`src/ppa_regs.vh`:
```
// Purpose: register offsets, field positions, reset values and counts for the arbiter
// Assumes: included by its bare name from the arbiter and the bench
// Notes: definitions only
`ifndef PPA_REGS_VH
`define PPA_REGS_VH

// ****************************************
// register byte offsets
// ****************************************
`define PPA_OFS_CTRL 4'h0
`define PPA_OFS_EXT 4'h4
`define PPA_OFS_CFG 4'h8
`define PPA_OFS_STAT 4'hc

// ****************************************
// reset values
// ****************************************
`define PPA_CTRL_RST 8'h04
`define PPA_EXT_RST 8'h00
`define PPA_CFG_RST 8'h00

// ****************************************
// control, extension and config register fields
// ****************************************
`define PPA_B0_SEL 0
`define PPA_B1_SEL 1
`define PPA_B2_SEL_A 2
`define PPA_B2_SEL_B 3
`define PPA_B0_ROT 4
`define PPA_B1_ROT 5
`define PPA_B2_ROT 6
`define PPA_B3_ROT 7
`define PPA_B3_SEL 0
`define PPA_CFG_SIX 0
`define PPA_CTRL_MASK4 8'h77
`define PPA_EXT_MASK 8'h01

// ****************************************
// status register fields
// ****************************************
`define PPA_ST_VALID 0
`define PPA_ST_OWNER_LO 1
`define PPA_ST_LOCK 4
`define PPA_ST_ENABLED 5
`define PPA_ST_MIX 6
`define PPA_ST_B2_LO 8
`define PPA_ST_B0 10
`define PPA_ST_B1 11
`define PPA_ST_B3 12

// ****************************************
// timing
// ****************************************
`define PPA_STRAP_SETTLE 3'd4
`define PPA_SYNC_W 8

`endif

```
`src/ppa_sync3.v`:
```
// Purpose: three-stage pin synchroniser with agreement filter
// Assumes: inputs are asynchronous to CLK_IN
// Notes: output follows once stages two and three agree
`timescale 1ns/1ps
`default_nettype none

module ppa_sync3 #(
	parameter W = 8,
	parameter [W-1:0] INIT = {W{1'b1}}
)
(
	input wire clk_in,
	input wire nrst_in,
	input wire [W-1:0] async_in,
	output reg [W-1:0] stable_out
);

reg [W-1:0] stage1;
reg [W-1:0] stage2;
reg [W-1:0] stage3;

genvar i;
generate
	for (i = 0; i < W; i = i + 1)
	begin : g_bit
		always @(posedge clk_in or negedge nrst_in)
		begin
			if (!nrst_in)
			begin
				stage1[i] <= INIT[i];
				stage2[i] <= INIT[i];
				stage3[i] <= INIT[i];
				stable_out[i] <= INIT[i];
			end
			else
			begin
				stage1[i] <= async_in[i];
				stage2[i] <= stage1[i];
				stage3[i] <= stage2[i];
				// stage one only feeds stage two and is not compared here
				if (stage2[i] == stage3[i])
					stable_out[i] <= stage3[i];
			end
		end
	end
endgenerate

endmodule
`default_nettype wire

```
`src/ppa_arbiter.v`:
```
// Purpose: programmable-priority bus arbiter, four or six masters, Avalon-MM registers
// Assumes: CLK_IN is the bus clock, NRST_IN the bus reset
// Notes: master index 0 bridge, 1 host, 2..5 external masters 0..3
//
// Functional notes
// - bridge as master never issues fast back-to-back transactions.
// - target accepts fast back-to-back; positive and subtractive decode are distinct targets.
// - four-master variant uses three two-input banks: rotating, fixed, or mixed.
// - four-master control: selects in bits 0-2, rotate enables bits 4-6.
// - four-master control resets to 04h, host first.
// - bank0 swaps bridge/master0, bank1 host/master1, bank2 the two pairs.
// - rotating bank alternates its inputs; all rotating gives pure rotation.
// - skipping an idle favoured input still toggles the bank; latency bounded.
// - all rotating, continuous requests: modes 0,5,3,6 and grants in order.
// - mixed banks: fixed ones follow select, rotating ones rotate.
// - locking master stays highest until lock and frame both released.
// - bridge request and grant stay internal while arbiter enabled.
// - six-master variant uses four banks under two registers.
// - six-master control: rotates 7-4, bank2 B/A bits 3-2, selects 1-0.
// - extension register holds bank3 select in bit 0, rest read zero.
// - six-master reset values 04h and 00h, host first.
// - bank3 swaps masters 2/3; bank2 field ranks three pairs, 11 reserved.
// - arbiter enabled when host request high at reset release.
// - six-master all banks rotating rotates all six masters.
`timescale 1ns/1ps
`default_nettype none
`include "ppa_regs.vh"

module ppa_arbiter
(
	input wire CLK_IN,
	input wire NRST_IN,
	input wire [3:0] AVS_ADDRESS_IN,
	input wire AVS_READ_IN,
	input wire AVS_WRITE_IN,
	input wire [31:0] AVS_WRITEDATA_IN,
	input wire [3:0] AVS_BYTEENABLE_IN,
	output reg [31:0] AVS_READDATA_OUT,
	output wire AVS_WAITREQUEST_OUT,
	input wire BRIDGE_SELF_REQUEST_IN,
	output wire BRIDGE_SELF_GRANT_OUT,
	input wire HOST_BRIDGE_REQUEST_N_IN,
	input wire PCI_MASTER0_REQUEST_N_IN,
	input wire PCI_MASTER1_REQUEST_N_IN,
	input wire PCI_MASTER2_REQUEST_N_IN,
	input wire PCI_MASTER3_REQUEST_N_IN,
	input wire LOCK_N_IN,
	input wire FRAME_N_IN,
	input wire EXT_BRIDGE_GRANT_N_IN,
	output reg HOST_BRIDGE_GRANT_N_OUT,
	output reg PCI_MASTER0_GRANT_N_OUT,
	output reg PCI_MASTER1_GRANT_N_OUT,
	output reg PCI_MASTER2_GRANT_N_OUT,
	output reg PCI_MASTER3_GRANT_N_OUT,
	output reg GRANT_OE_OUT,
	output reg ARB_ENABLED_OUT,
	output reg BRIDGE_FAST_B2B_OUT,
	input wire TGT_DECODE_VALID_IN,
	input wire TGT_DECODE_SUBTRACTIVE_IN,
	input wire TGT_BACK_TO_BACK_IN,
	output reg TGT_ACCEPT_OUT,
	output reg TGT_SAME_TARGET_OUT
);

// ****************************************
// pair selection helpers
// ****************************************
// returns {valid, picked b}
function [1:0] pick2;
	input ra;
	input rb;
	input pref_b;
	begin
		pick2[1] = ra | rb;
		pick2[0] = pref_b ? rb : ~ra;
	end
endfunction

function [2:0] pair_index;
	input [1:0] pair;
	input sel_b;
	begin
		case (pair)
			2'd0: pair_index = sel_b ? 3'd2 : 3'd0;
			2'd1: pair_index = sel_b ? 3'd3 : 3'd1;
			default: pair_index = sel_b ? 3'd5 : 3'd4;
		endcase
	end
endfunction

function [5:0] onehot6;
	input [2:0] idx;
	begin
		onehot6 = 6'h00;
		onehot6[idx] = 1'b1;
	end
endfunction

// ****************************************
// pin synchronisers
// ****************************************
wire [7:0] pins_s;

ppa_sync3 #(
	.W(`PPA_SYNC_W),
	.INIT(8'hff)
) u_sync (
	.clk_in(CLK_IN),
	.nrst_in(NRST_IN),
	.async_in({EXT_BRIDGE_GRANT_N_IN, FRAME_N_IN, LOCK_N_IN, PCI_MASTER3_REQUEST_N_IN,
		PCI_MASTER2_REQUEST_N_IN, PCI_MASTER1_REQUEST_N_IN, PCI_MASTER0_REQUEST_N_IN,
		HOST_BRIDGE_REQUEST_N_IN}),
	.stable_out(pins_s)
);

wire host_req_n_s = pins_s[0];
wire lock_n_s = pins_s[5];
wire frame_n_s = pins_s[6];
wire ext_bridge_grant_n_s = pins_s[7];

// ****************************************
// registers and state
// ****************************************
reg [7:0] ctrl;
reg [7:0] ext;
reg six;
reg ack;
reg strap_done;
reg [2:0] strap_cnt;
reg bridge_gnt;
reg arb_en;
reg rs0;
reg rs1;
reg rs3;
reg [1:0] rs2;
reg [5:0] gnt;
reg [2:0] owner;
reg owner_valid;
reg lock_active;
reg [2:0] lock_owner;
reg lock_n_d;
reg frame_n_d;
reg last_sub;
reg mix_flag;

// ****************************************
// request vector and bank states
// ****************************************
wire [5:0] req = {~pins_s[4] & six, ~pins_s[3] & six, ~pins_s[2], ~pins_s[1],
	~host_req_n_s, BRIDGE_SELF_REQUEST_IN};
wire rot0 = ctrl[`PPA_B0_ROT];
wire rot1 = ctrl[`PPA_B1_ROT];
wire rot2 = ctrl[`PPA_B2_ROT];
wire rot3 = six & ctrl[`PPA_B3_ROT];
wire e0 = rot0 ? rs0 : ctrl[`PPA_B0_SEL];
wire e1 = rot1 ? rs1 : ctrl[`PPA_B1_SEL];
wire e3 = rot3 ? rs3 : (six & ext[`PPA_B3_SEL]);
// reserved field 11 falls back to the bridge-pair-first order
wire [1:0] fix2 = six ? ((ctrl[3:2] == 2'b11) ? 2'b00 : ctrl[3:2]) :
	{1'b0, ctrl[`PPA_B2_SEL_A]};
wire [1:0] e2 = rot2 ? rs2 : fix2;

wire [1:0] p0 = pick2(req[0], req[2], e0);
wire [1:0] p1 = pick2(req[1], req[3], e1);
wire [1:0] p2 = pick2(req[4], req[5], e3);

reg [1:0] win_pair;
reg win_sel;
reg win_any;

// group order per bank2 state: 0 = P0,P2,P1; 1 = P1,P0,P2; 2 = P2,P1,P0
always @*
begin
	win_pair = 2'd0;
	win_sel = 1'b0;
	win_any = p0[1] | p1[1] | p2[1];
	case (e2)
		2'd1:
		begin
			if (p1[1])
			begin
				win_pair = 2'd1;
				win_sel = p1[0];
			end
			else if (p0[1])
			begin
				win_pair = 2'd0;
				win_sel = p0[0];
			end
			else
			begin
				win_pair = 2'd2;
				win_sel = p2[0];
			end
		end
		2'd2:
		begin
			if (p2[1])
			begin
				win_pair = 2'd2;
				win_sel = p2[0];
			end
			else if (p1[1])
			begin
				win_pair = 2'd1;
				win_sel = p1[0];
			end
			else
			begin
				win_pair = 2'd0;
				win_sel = p0[0];
			end
		end
		default:
		begin
			if (p0[1])
			begin
				win_pair = 2'd0;
				win_sel = p0[0];
			end
			else if (p2[1])
			begin
				win_pair = 2'd2;
				win_sel = p2[0];
			end
			else
			begin
				win_pair = 2'd1;
				win_sel = p1[0];
			end
		end
	endcase
end

wire lock_hold = lock_active & req[lock_owner];
wire [2:0] winner = lock_hold ? lock_owner : pair_index(win_pair, win_sel);
wire frame_end = frame_n_s & ~frame_n_d;
wire decide = strap_done & arb_en & (~owner_valid | ~req[owner] | frame_end);
wire [1:0] rs2_next_val = six ? ((rs2 == 2'd2) ? 2'd0 : rs2 + 2'd1) : {1'b0, ~rs2[0]};

// ****************************************
// strap capture after reset release
// ****************************************
// pin path needs four edges before its synchronised value is trustworthy
always @(posedge CLK_IN or negedge NRST_IN)
begin
	if (!NRST_IN)
	begin
		strap_cnt <= 3'd0;
		strap_done <= 1'b0;
		arb_en <= 1'b0;
	end
	else if (!strap_done)
	begin
		strap_cnt <= strap_cnt + 3'd1;
		if (strap_cnt == `PPA_STRAP_SETTLE)
		begin
			strap_done <= 1'b1;
			arb_en <= host_req_n_s;
		end
	end
end

// ****************************************
// arbitration and bank rotation
// ****************************************
always @(posedge CLK_IN or negedge NRST_IN)
begin
	if (!NRST_IN)
	begin
		gnt <= 6'h00;
		owner <= 3'd0;
		owner_valid <= 1'b0;
		rs0 <= 1'b0;
		rs1 <= 1'b0;
		rs2 <= 2'b00;
		rs3 <= 1'b0;
	end
	else
	begin
		if (decide && win_any)
		begin
			gnt <= onehot6(winner);
			owner <= winner;
			owner_valid <= 1'b1;
		end
		else if (decide)
		begin
			gnt <= 6'h00;
			owner_valid <= 1'b0;
		end
		// a bank toggles on every unlocked grant through it, also when its idle favourite was skipped
		if (decide && win_any && !lock_hold)
		begin
			if (rot2)
				rs2 <= rs2_next_val;
			if (rot0 && win_pair == 2'd0)
				rs0 <= ~rs0;
			if (rot1 && win_pair == 2'd1)
				rs1 <= ~rs1;
			if (rot3 && win_pair == 2'd2)
				rs3 <= ~rs3;
		end
		// idle banks track their fixed select so enabling rotation starts from it
		if (!rot0)
			rs0 <= ctrl[`PPA_B0_SEL];
		if (!rot1)
			rs1 <= ctrl[`PPA_B1_SEL];
		if (!rot2)
			rs2 <= fix2;
		if (!rot3)
			rs3 <= six & ext[`PPA_B3_SEL];
	end
end

// ****************************************
// lock tracking
// ****************************************
always @(posedge CLK_IN or negedge NRST_IN)
begin
	if (!NRST_IN)
	begin
		lock_active <= 1'b0;
		lock_owner <= 3'd0;
		lock_n_d <= 1'b1;
		frame_n_d <= 1'b1;
	end
	else
	begin
		lock_n_d <= lock_n_s;
		frame_n_d <= frame_n_s;
		if (!lock_n_s && lock_n_d && owner_valid)
		begin
			lock_active <= 1'b1;
			lock_owner <= owner;
		end
		else if (lock_n_s && frame_n_s)
			lock_active <= 1'b0;
	end
end

// ****************************************
// grant pins
// ****************************************
always @(posedge CLK_IN or negedge NRST_IN)
begin
	if (!NRST_IN)
	begin
		HOST_BRIDGE_GRANT_N_OUT <= 1'b1;
		PCI_MASTER0_GRANT_N_OUT <= 1'b1;
		PCI_MASTER1_GRANT_N_OUT <= 1'b1;
		PCI_MASTER2_GRANT_N_OUT <= 1'b1;
		PCI_MASTER3_GRANT_N_OUT <= 1'b1;
		GRANT_OE_OUT <= 1'b0;
		bridge_gnt <= 1'b0;
		ARB_ENABLED_OUT <= 1'b0;
		BRIDGE_FAST_B2B_OUT <= 1'b0;
	end
	else
	begin
		GRANT_OE_OUT <= strap_done;
		bridge_gnt <= arb_en & gnt[0];
		ARB_ENABLED_OUT <= arb_en;
		BRIDGE_FAST_B2B_OUT <= 1'b0;
		HOST_BRIDGE_GRANT_N_OUT <= ~(arb_en & gnt[1]);
		// with the arbiter off, the master0 grant pin carries the bridge request
		PCI_MASTER0_GRANT_N_OUT <= arb_en ? ~gnt[2] : ~BRIDGE_SELF_REQUEST_IN;
		PCI_MASTER1_GRANT_N_OUT <= ~(arb_en & gnt[3]);
		PCI_MASTER2_GRANT_N_OUT <= ~(arb_en & gnt[4]);
		PCI_MASTER3_GRANT_N_OUT <= ~(arb_en & gnt[5]);
	end
end

// bridge grant is internal while enabled, from the external arbiter otherwise
assign BRIDGE_SELF_GRANT_OUT = arb_en ? bridge_gnt : (strap_done & ~ext_bridge_grant_n_s);

// ****************************************
// target fast back-to-back
// ****************************************
always @(posedge CLK_IN or negedge NRST_IN)
begin
	if (!NRST_IN)
	begin
		TGT_ACCEPT_OUT <= 1'b0;
		TGT_SAME_TARGET_OUT <= 1'b0;
		last_sub <= 1'b0;
	end
	else
	begin
		TGT_ACCEPT_OUT <= TGT_DECODE_VALID_IN;
		TGT_SAME_TARGET_OUT <= TGT_DECODE_VALID_IN & TGT_BACK_TO_BACK_IN &
			(TGT_DECODE_SUBTRACTIVE_IN == last_sub);
		if (TGT_DECODE_VALID_IN)
			last_sub <= TGT_DECODE_SUBTRACTIVE_IN;
	end
end

// ****************************************
// Avalon-MM slave
// ****************************************
wire req_on = AVS_READ_IN | AVS_WRITE_IN;
wire wr_go = AVS_WRITE_IN & ack & AVS_BYTEENABLE_IN[0];
wire mix_set = TGT_DECODE_VALID_IN & TGT_BACK_TO_BACK_IN &
	(TGT_DECODE_SUBTRACTIVE_IN != last_sub);
wire mix_clr = wr_go & (AVS_ADDRESS_IN == `PPA_OFS_STAT) & AVS_WRITEDATA_IN[`PPA_ST_MIX];

assign AVS_WAITREQUEST_OUT = req_on & ~ack;

reg [31:0] rd_mux;

always @*
begin
	rd_mux = 32'h00000000;
	case (AVS_ADDRESS_IN)
		`PPA_OFS_CTRL: rd_mux[7:0] = six ? ctrl : (ctrl & `PPA_CTRL_MASK4);
		`PPA_OFS_EXT: rd_mux[7:0] = ext & `PPA_EXT_MASK;
		`PPA_OFS_CFG: rd_mux[`PPA_CFG_SIX] = six;
		`PPA_OFS_STAT:
		begin
			rd_mux[`PPA_ST_VALID] = owner_valid;
			rd_mux[`PPA_ST_OWNER_LO +: 3] = owner;
			rd_mux[`PPA_ST_LOCK] = lock_active;
			rd_mux[`PPA_ST_ENABLED] = arb_en;
			rd_mux[`PPA_ST_MIX] = mix_flag;
			rd_mux[`PPA_ST_B2_LO +: 2] = e2;
			rd_mux[`PPA_ST_B0] = e0;
			rd_mux[`PPA_ST_B1] = e1;
			rd_mux[`PPA_ST_B3] = e3;
		end
		default: rd_mux = 32'h00000000;
	endcase
end

always @(posedge CLK_IN or negedge NRST_IN)
begin
	if (!NRST_IN)
	begin
		ack <= 1'b0;
		AVS_READDATA_OUT <= 32'h00000000;
		ctrl <= `PPA_CTRL_RST;
		ext <= `PPA_EXT_RST;
		six <= 1'b0;
		mix_flag <= 1'b0;
	end
	else
	begin
		ack <= req_on & ~ack;
		if (AVS_READ_IN && !ack)
			AVS_READDATA_OUT <= rd_mux;
		if (wr_go && AVS_ADDRESS_IN == `PPA_OFS_CTRL)
			ctrl <= AVS_WRITEDATA_IN[7:0];
		if (wr_go && AVS_ADDRESS_IN == `PPA_OFS_EXT)
			ext <= AVS_WRITEDATA_IN[7:0] & `PPA_EXT_MASK;
		if (wr_go && AVS_ADDRESS_IN == `PPA_OFS_CFG)
			six <= AVS_WRITEDATA_IN[`PPA_CFG_SIX];
		// a new mix event beats a simultaneous clear
		if (mix_set)
			mix_flag <= 1'b1;
		else if (mix_clr)
			mix_flag <= 1'b0;
	end
end

endmodule
`default_nettype wire

```
`config.mk`:
```
export PLATFORM = sky130hd
export DESIGN_NAME = ppa_arbiter
export DESIGN_NICKNAME = d
export VERILOG_FILES = /design/src/ppa_sync3.v /design/src/ppa_arbiter.v
export VERILOG_INCLUDE_DIRS = /design/src
export SDC_FILE = /design/constraint.sdc
export NUM_CORES = 1
export LEC_CHECK = 0
export BUFFER_PORTS_ARGS = -buffer_cell sky130_fd_sc_hd__buf_2
export CAP_MARGIN = 20
export CORE_MARGIN = 2
export CORE_UTILIZATION = 35
export CTS_CLUSTER_DIAMETER = 60
export CTS_CLUSTER_SIZE = 16
export DETAILED_ROUTE_END_ITERATION = 7
export SLEW_MARGIN = 20
export SYNTH_ARGS = -nofsm -noshare
export SYNTH_HDL_FRONTEND = slang
export SYNTH_SLANG_ARGS = --single-unit
```
`constraint.sdc`:
```
create_clock -name CLK_IN -period 4.25 [get_ports CLK_IN]
set_clock_uncertainty 0.1 [all_clocks]
set_input_delay 0.85 -clock CLK_IN [delete_from_list [all_inputs] [get_ports CLK_IN]]
set_output_delay 0.85 -clock CLK_IN [all_outputs]
set_load 0.05 [all_outputs]
```
==> results_dict.tcl <==
set metrics [dict create \
    yosysTopAreaCellShare_pct 32.4 \
    htreeDepth 3 \
    max_slew_margin_pct 43.8 \
    drt_iter0_markers 226 \
    cellPowerDensity_nw_per_um2 525 \
    clock_latency_ns 0.35 \
    dp_slack_ns 1.16 \
    synth_edf_count 0 \
    fp.dieArea_um2 12800 \
    fin_crit_ns 3.00 \
    rows 39 \
    cp-end-kind "register" \
    synth_cell_type_count 63 \
    grt_overflow 0 \
    required_ns 4.38 \
    viasPerCell 4.99 \
    synthTopCellsByCount "dfrtp_1 (54), dfstp_2 (40), nand2_1 (34)" \
    seqPwrFrac_pct 45.5 \
    final_area_um2 4810 \
    place_area_um2 4510 \
    final.setup.tns_ns 0 \
    clock-sinks 94 \
    cts_tree "done" \
    io_pins 100 \
    coreArea_um2 11500 \
    drc 6 \
    cts-root-buf "clkbuf_16" \
    postRouteAntennaNets 0 \
    nFillCells 1092 \
    cts.clk_slew.worst_paths_ns 0.07 \
    fin_ws_ns 1.25 \
    drv_slew 0 \
    routed_wl_um 8530 \
    yosysMostFrequentCell "dfrtp_1" \
    clk_path_buf_depth 2 \
    critical_path_class "reg -> reg" \
    status "finished with violations" \
    p_clk_share_pct 31.1 \
    power.leakage_nw 2.12 \
    cts_resized 0 \
    final_nets 463 \
    drive_above_1_share_pct 36.0 \
    syn-instance-count 349 \
    cts_buffers 9 \
    total_power_mw 2.52 \
    hp-start "u_sync.stage1[5]" \
    vdd_drop_max_mv 0.291 \
    post-route-period-util_pct 70.5 \
    holdWs_ns 0.256 \
    ys_async_sr_fraction_pct 100 \
    hold_path_class "reg -> reg" \
    ys_seq_elements 94 \
    synth_largest_area_cell "dfrtp_1" \
    max_slew.worst_pin.slew_ns 0.844 \
    violations "DRC" \
    die_x_um 113 \
    vias 2751 \
    holdBufCountCts 0 \
    port_buffers 52 \
    p_sw_uw 832 \
    antenna_found_initial 0 \
    synth.area.top_cells "dfrtp_1 (32%), dfstp_2 (25%), mux2_2 (3.8%), buf_4 (3.6%), nand2_1 (3.1%)" \
    drtPass1Iterations 6 \
    worstPathArrival_ns 3.13 \
    power_frac_comb_pct 23.4 \
    crit_path_start "ctrl[6]" \
    area_growth_pct 15.2 \
    start_util_pct 36.2 \
    syn_area_per_cell_um2 11.9 \
    multi_input_area_um2 1580 \
    gr-usage-all-layers_pct 14.5 \
    synth-main-ff-cell "dfrtp_1" \
    gp_congestion 0.806 \
    fmax_ghz 0.334 \
    path_max_fanout 8 \
    crit-reg2reg-launch "ctrl[6]" \
    syn-cell-area_um2 4170 \
    grt_pass1_wl_um 14300 \
    seq_area_um2 2400 \
    hold_viol_final 0 \
    die_height_um 113 \
    rsz0062_at_grt "false" \
    yosysWarningCount 0 \
    grt_pass1_vias 2706 \
    postCtsSetupRepairBufs 0 \
    antenna_cells 0 \
    internal_power_mw 1.69 \
    swShare_pct 33.0 \
    start_kind "register" \
    drt-wirelength-per-cell_um 15.5 \
    setup_viol 0 \
    place_hpwl_um 6050 \
    maxCapViolCount 0 \
    grt_start_max_net_pins 86 \
    ys_seq_area_share_pct 57.6 \
]
-- layout make-up --
cell class / instances / area share (%)
Multi-Input combinational cell: 228 / 32.9
Clock buffer: 10 / 5.21
Sequential cell: 94 / 50.0
Inverter: 13 / 1.02
Clock inverter: 6 / 0.885
Tap cell: 143 / 3.72
Timing Repair Buffer: 57 / 6.33
-- placed cells by master (no fill, tap or decap), types with 5 or more instances in the layout --
| cell | netlist | final |
|---|---|---|
| a21oi_1 | 11 | 11 |
| a22oi_1 | 6 | 6 |
| buf_2 | 4 | 51 |
| buf_4 | 20 | 5 |
| clkbuf_16 | 0 | 10 |
| conb_1 | 1 | 20 |
| dfrtp_1 | 54 | 54 |
| dfstp_2 | 40 | 40 |
| inv_1 | 12 | 12 |
| maj3_1 | 8 | 8 |
| mux2_2 | 14 | 14 |
| mux2i_1 | 11 | 11 |
| nand2_1 | 34 | 34 |
| nand3_1 | 6 | 6 |
| nor2_1 | 13 | 13 |
| nor3_1 | 5 | 5 |
| o21ai_0 | 21 | 21 |
| xnor2_1 | 5 | 5 |
-- cell families after synthesis --
group / Yosys count / synth area share, %
adders and majority gates: 12 / 3.12
other: 1 / 0.0899
AOI/OAI and AO/OA: 78 / 13.7
buffers and inverters: 46 / 6.24
xor gates and xnor gates: 6 / 1.26
DFF: 94 / 57.6
and+or+nand+nor: 84 / 10.3
muxes: 28 / 7.68
-- final timing paths --
path / slack, ns / depth (start not counted) / to
min reg2reg: 0.26 / 0 / u_sync.stage2[5]
max in group asynchronous: 2.93 / 2 / u_sync.stage2[2]
min in group asynchronous: 0.46 / 1 / lock_owner[1]
max: 1.25 / 9 / rs1
min: 0.26 / 0 / u_sync.stage2[5]
max reg2reg: 1.25 / 9 / rs1
-- power by group through the flow --
stage          Sequential [mW]  Combinational, mW  Clock [mW]
2_1_floorplan             1.15              0.451           0
3_3_place_gp              1.16              0.583           0
3_5_place_dp              1.16              0.592           0
4_1_cts                   1.15              0.597       0.818
5_1_grt                   1.16              0.656       0.856
6_report                  1.15              0.591       0.785
-- worst max-delay path, stage by stage, from the launching register on --
cell and delay, ns:
dfrtp_1 0.42, inv_1 0.11, nand3_1 0.11, a21boi_0 0.36, ha_1 0.39, a2111oi_0 0.46, a31o_2 0.22, nor4b_1 0.42
xnor2_1 0.18, a21oi_1 0.09
-- flip-flops by register name, summed over array words and instances (netlist names), 2 cells and up --
signal / flops
u_sync.stage2: 8
u_sync.stage1: 8
u_sync.stage3: 8
strap_cnt: 3
AVS_READDATA_OUT: 13
gnt: 6
owner: 3
lock_owner: 3
ctrl: 8
rs2: 2
u_sync.stable_out: 8
-- per-stage QoR --
step / instances / util, %
2_1_floorplan: 368 / -
3_3_place_gp: 535 / 39.2
3_5_place_dp: 535 / 39.2
4_1_cts: 551 / 41.7
5_1_grt: 551 / 41.7
6_report: 551 / 41.7
-- layer usage --
metal / vias to the layer above / wire [um] / GRT usage, % / share of wire, %
li1: 1305 / - / - / -
met1: 1372 / 3900 / 19.6 / 46
met2: 62 / 4040 / 21.7 / 47
met3: 12 / 464 / 5.30 / 5.4
met4: 0 / 125 / 4.80 / 1.5
met5: - / 0 / 0 / 0
Power figures use the tool's default switching activity.
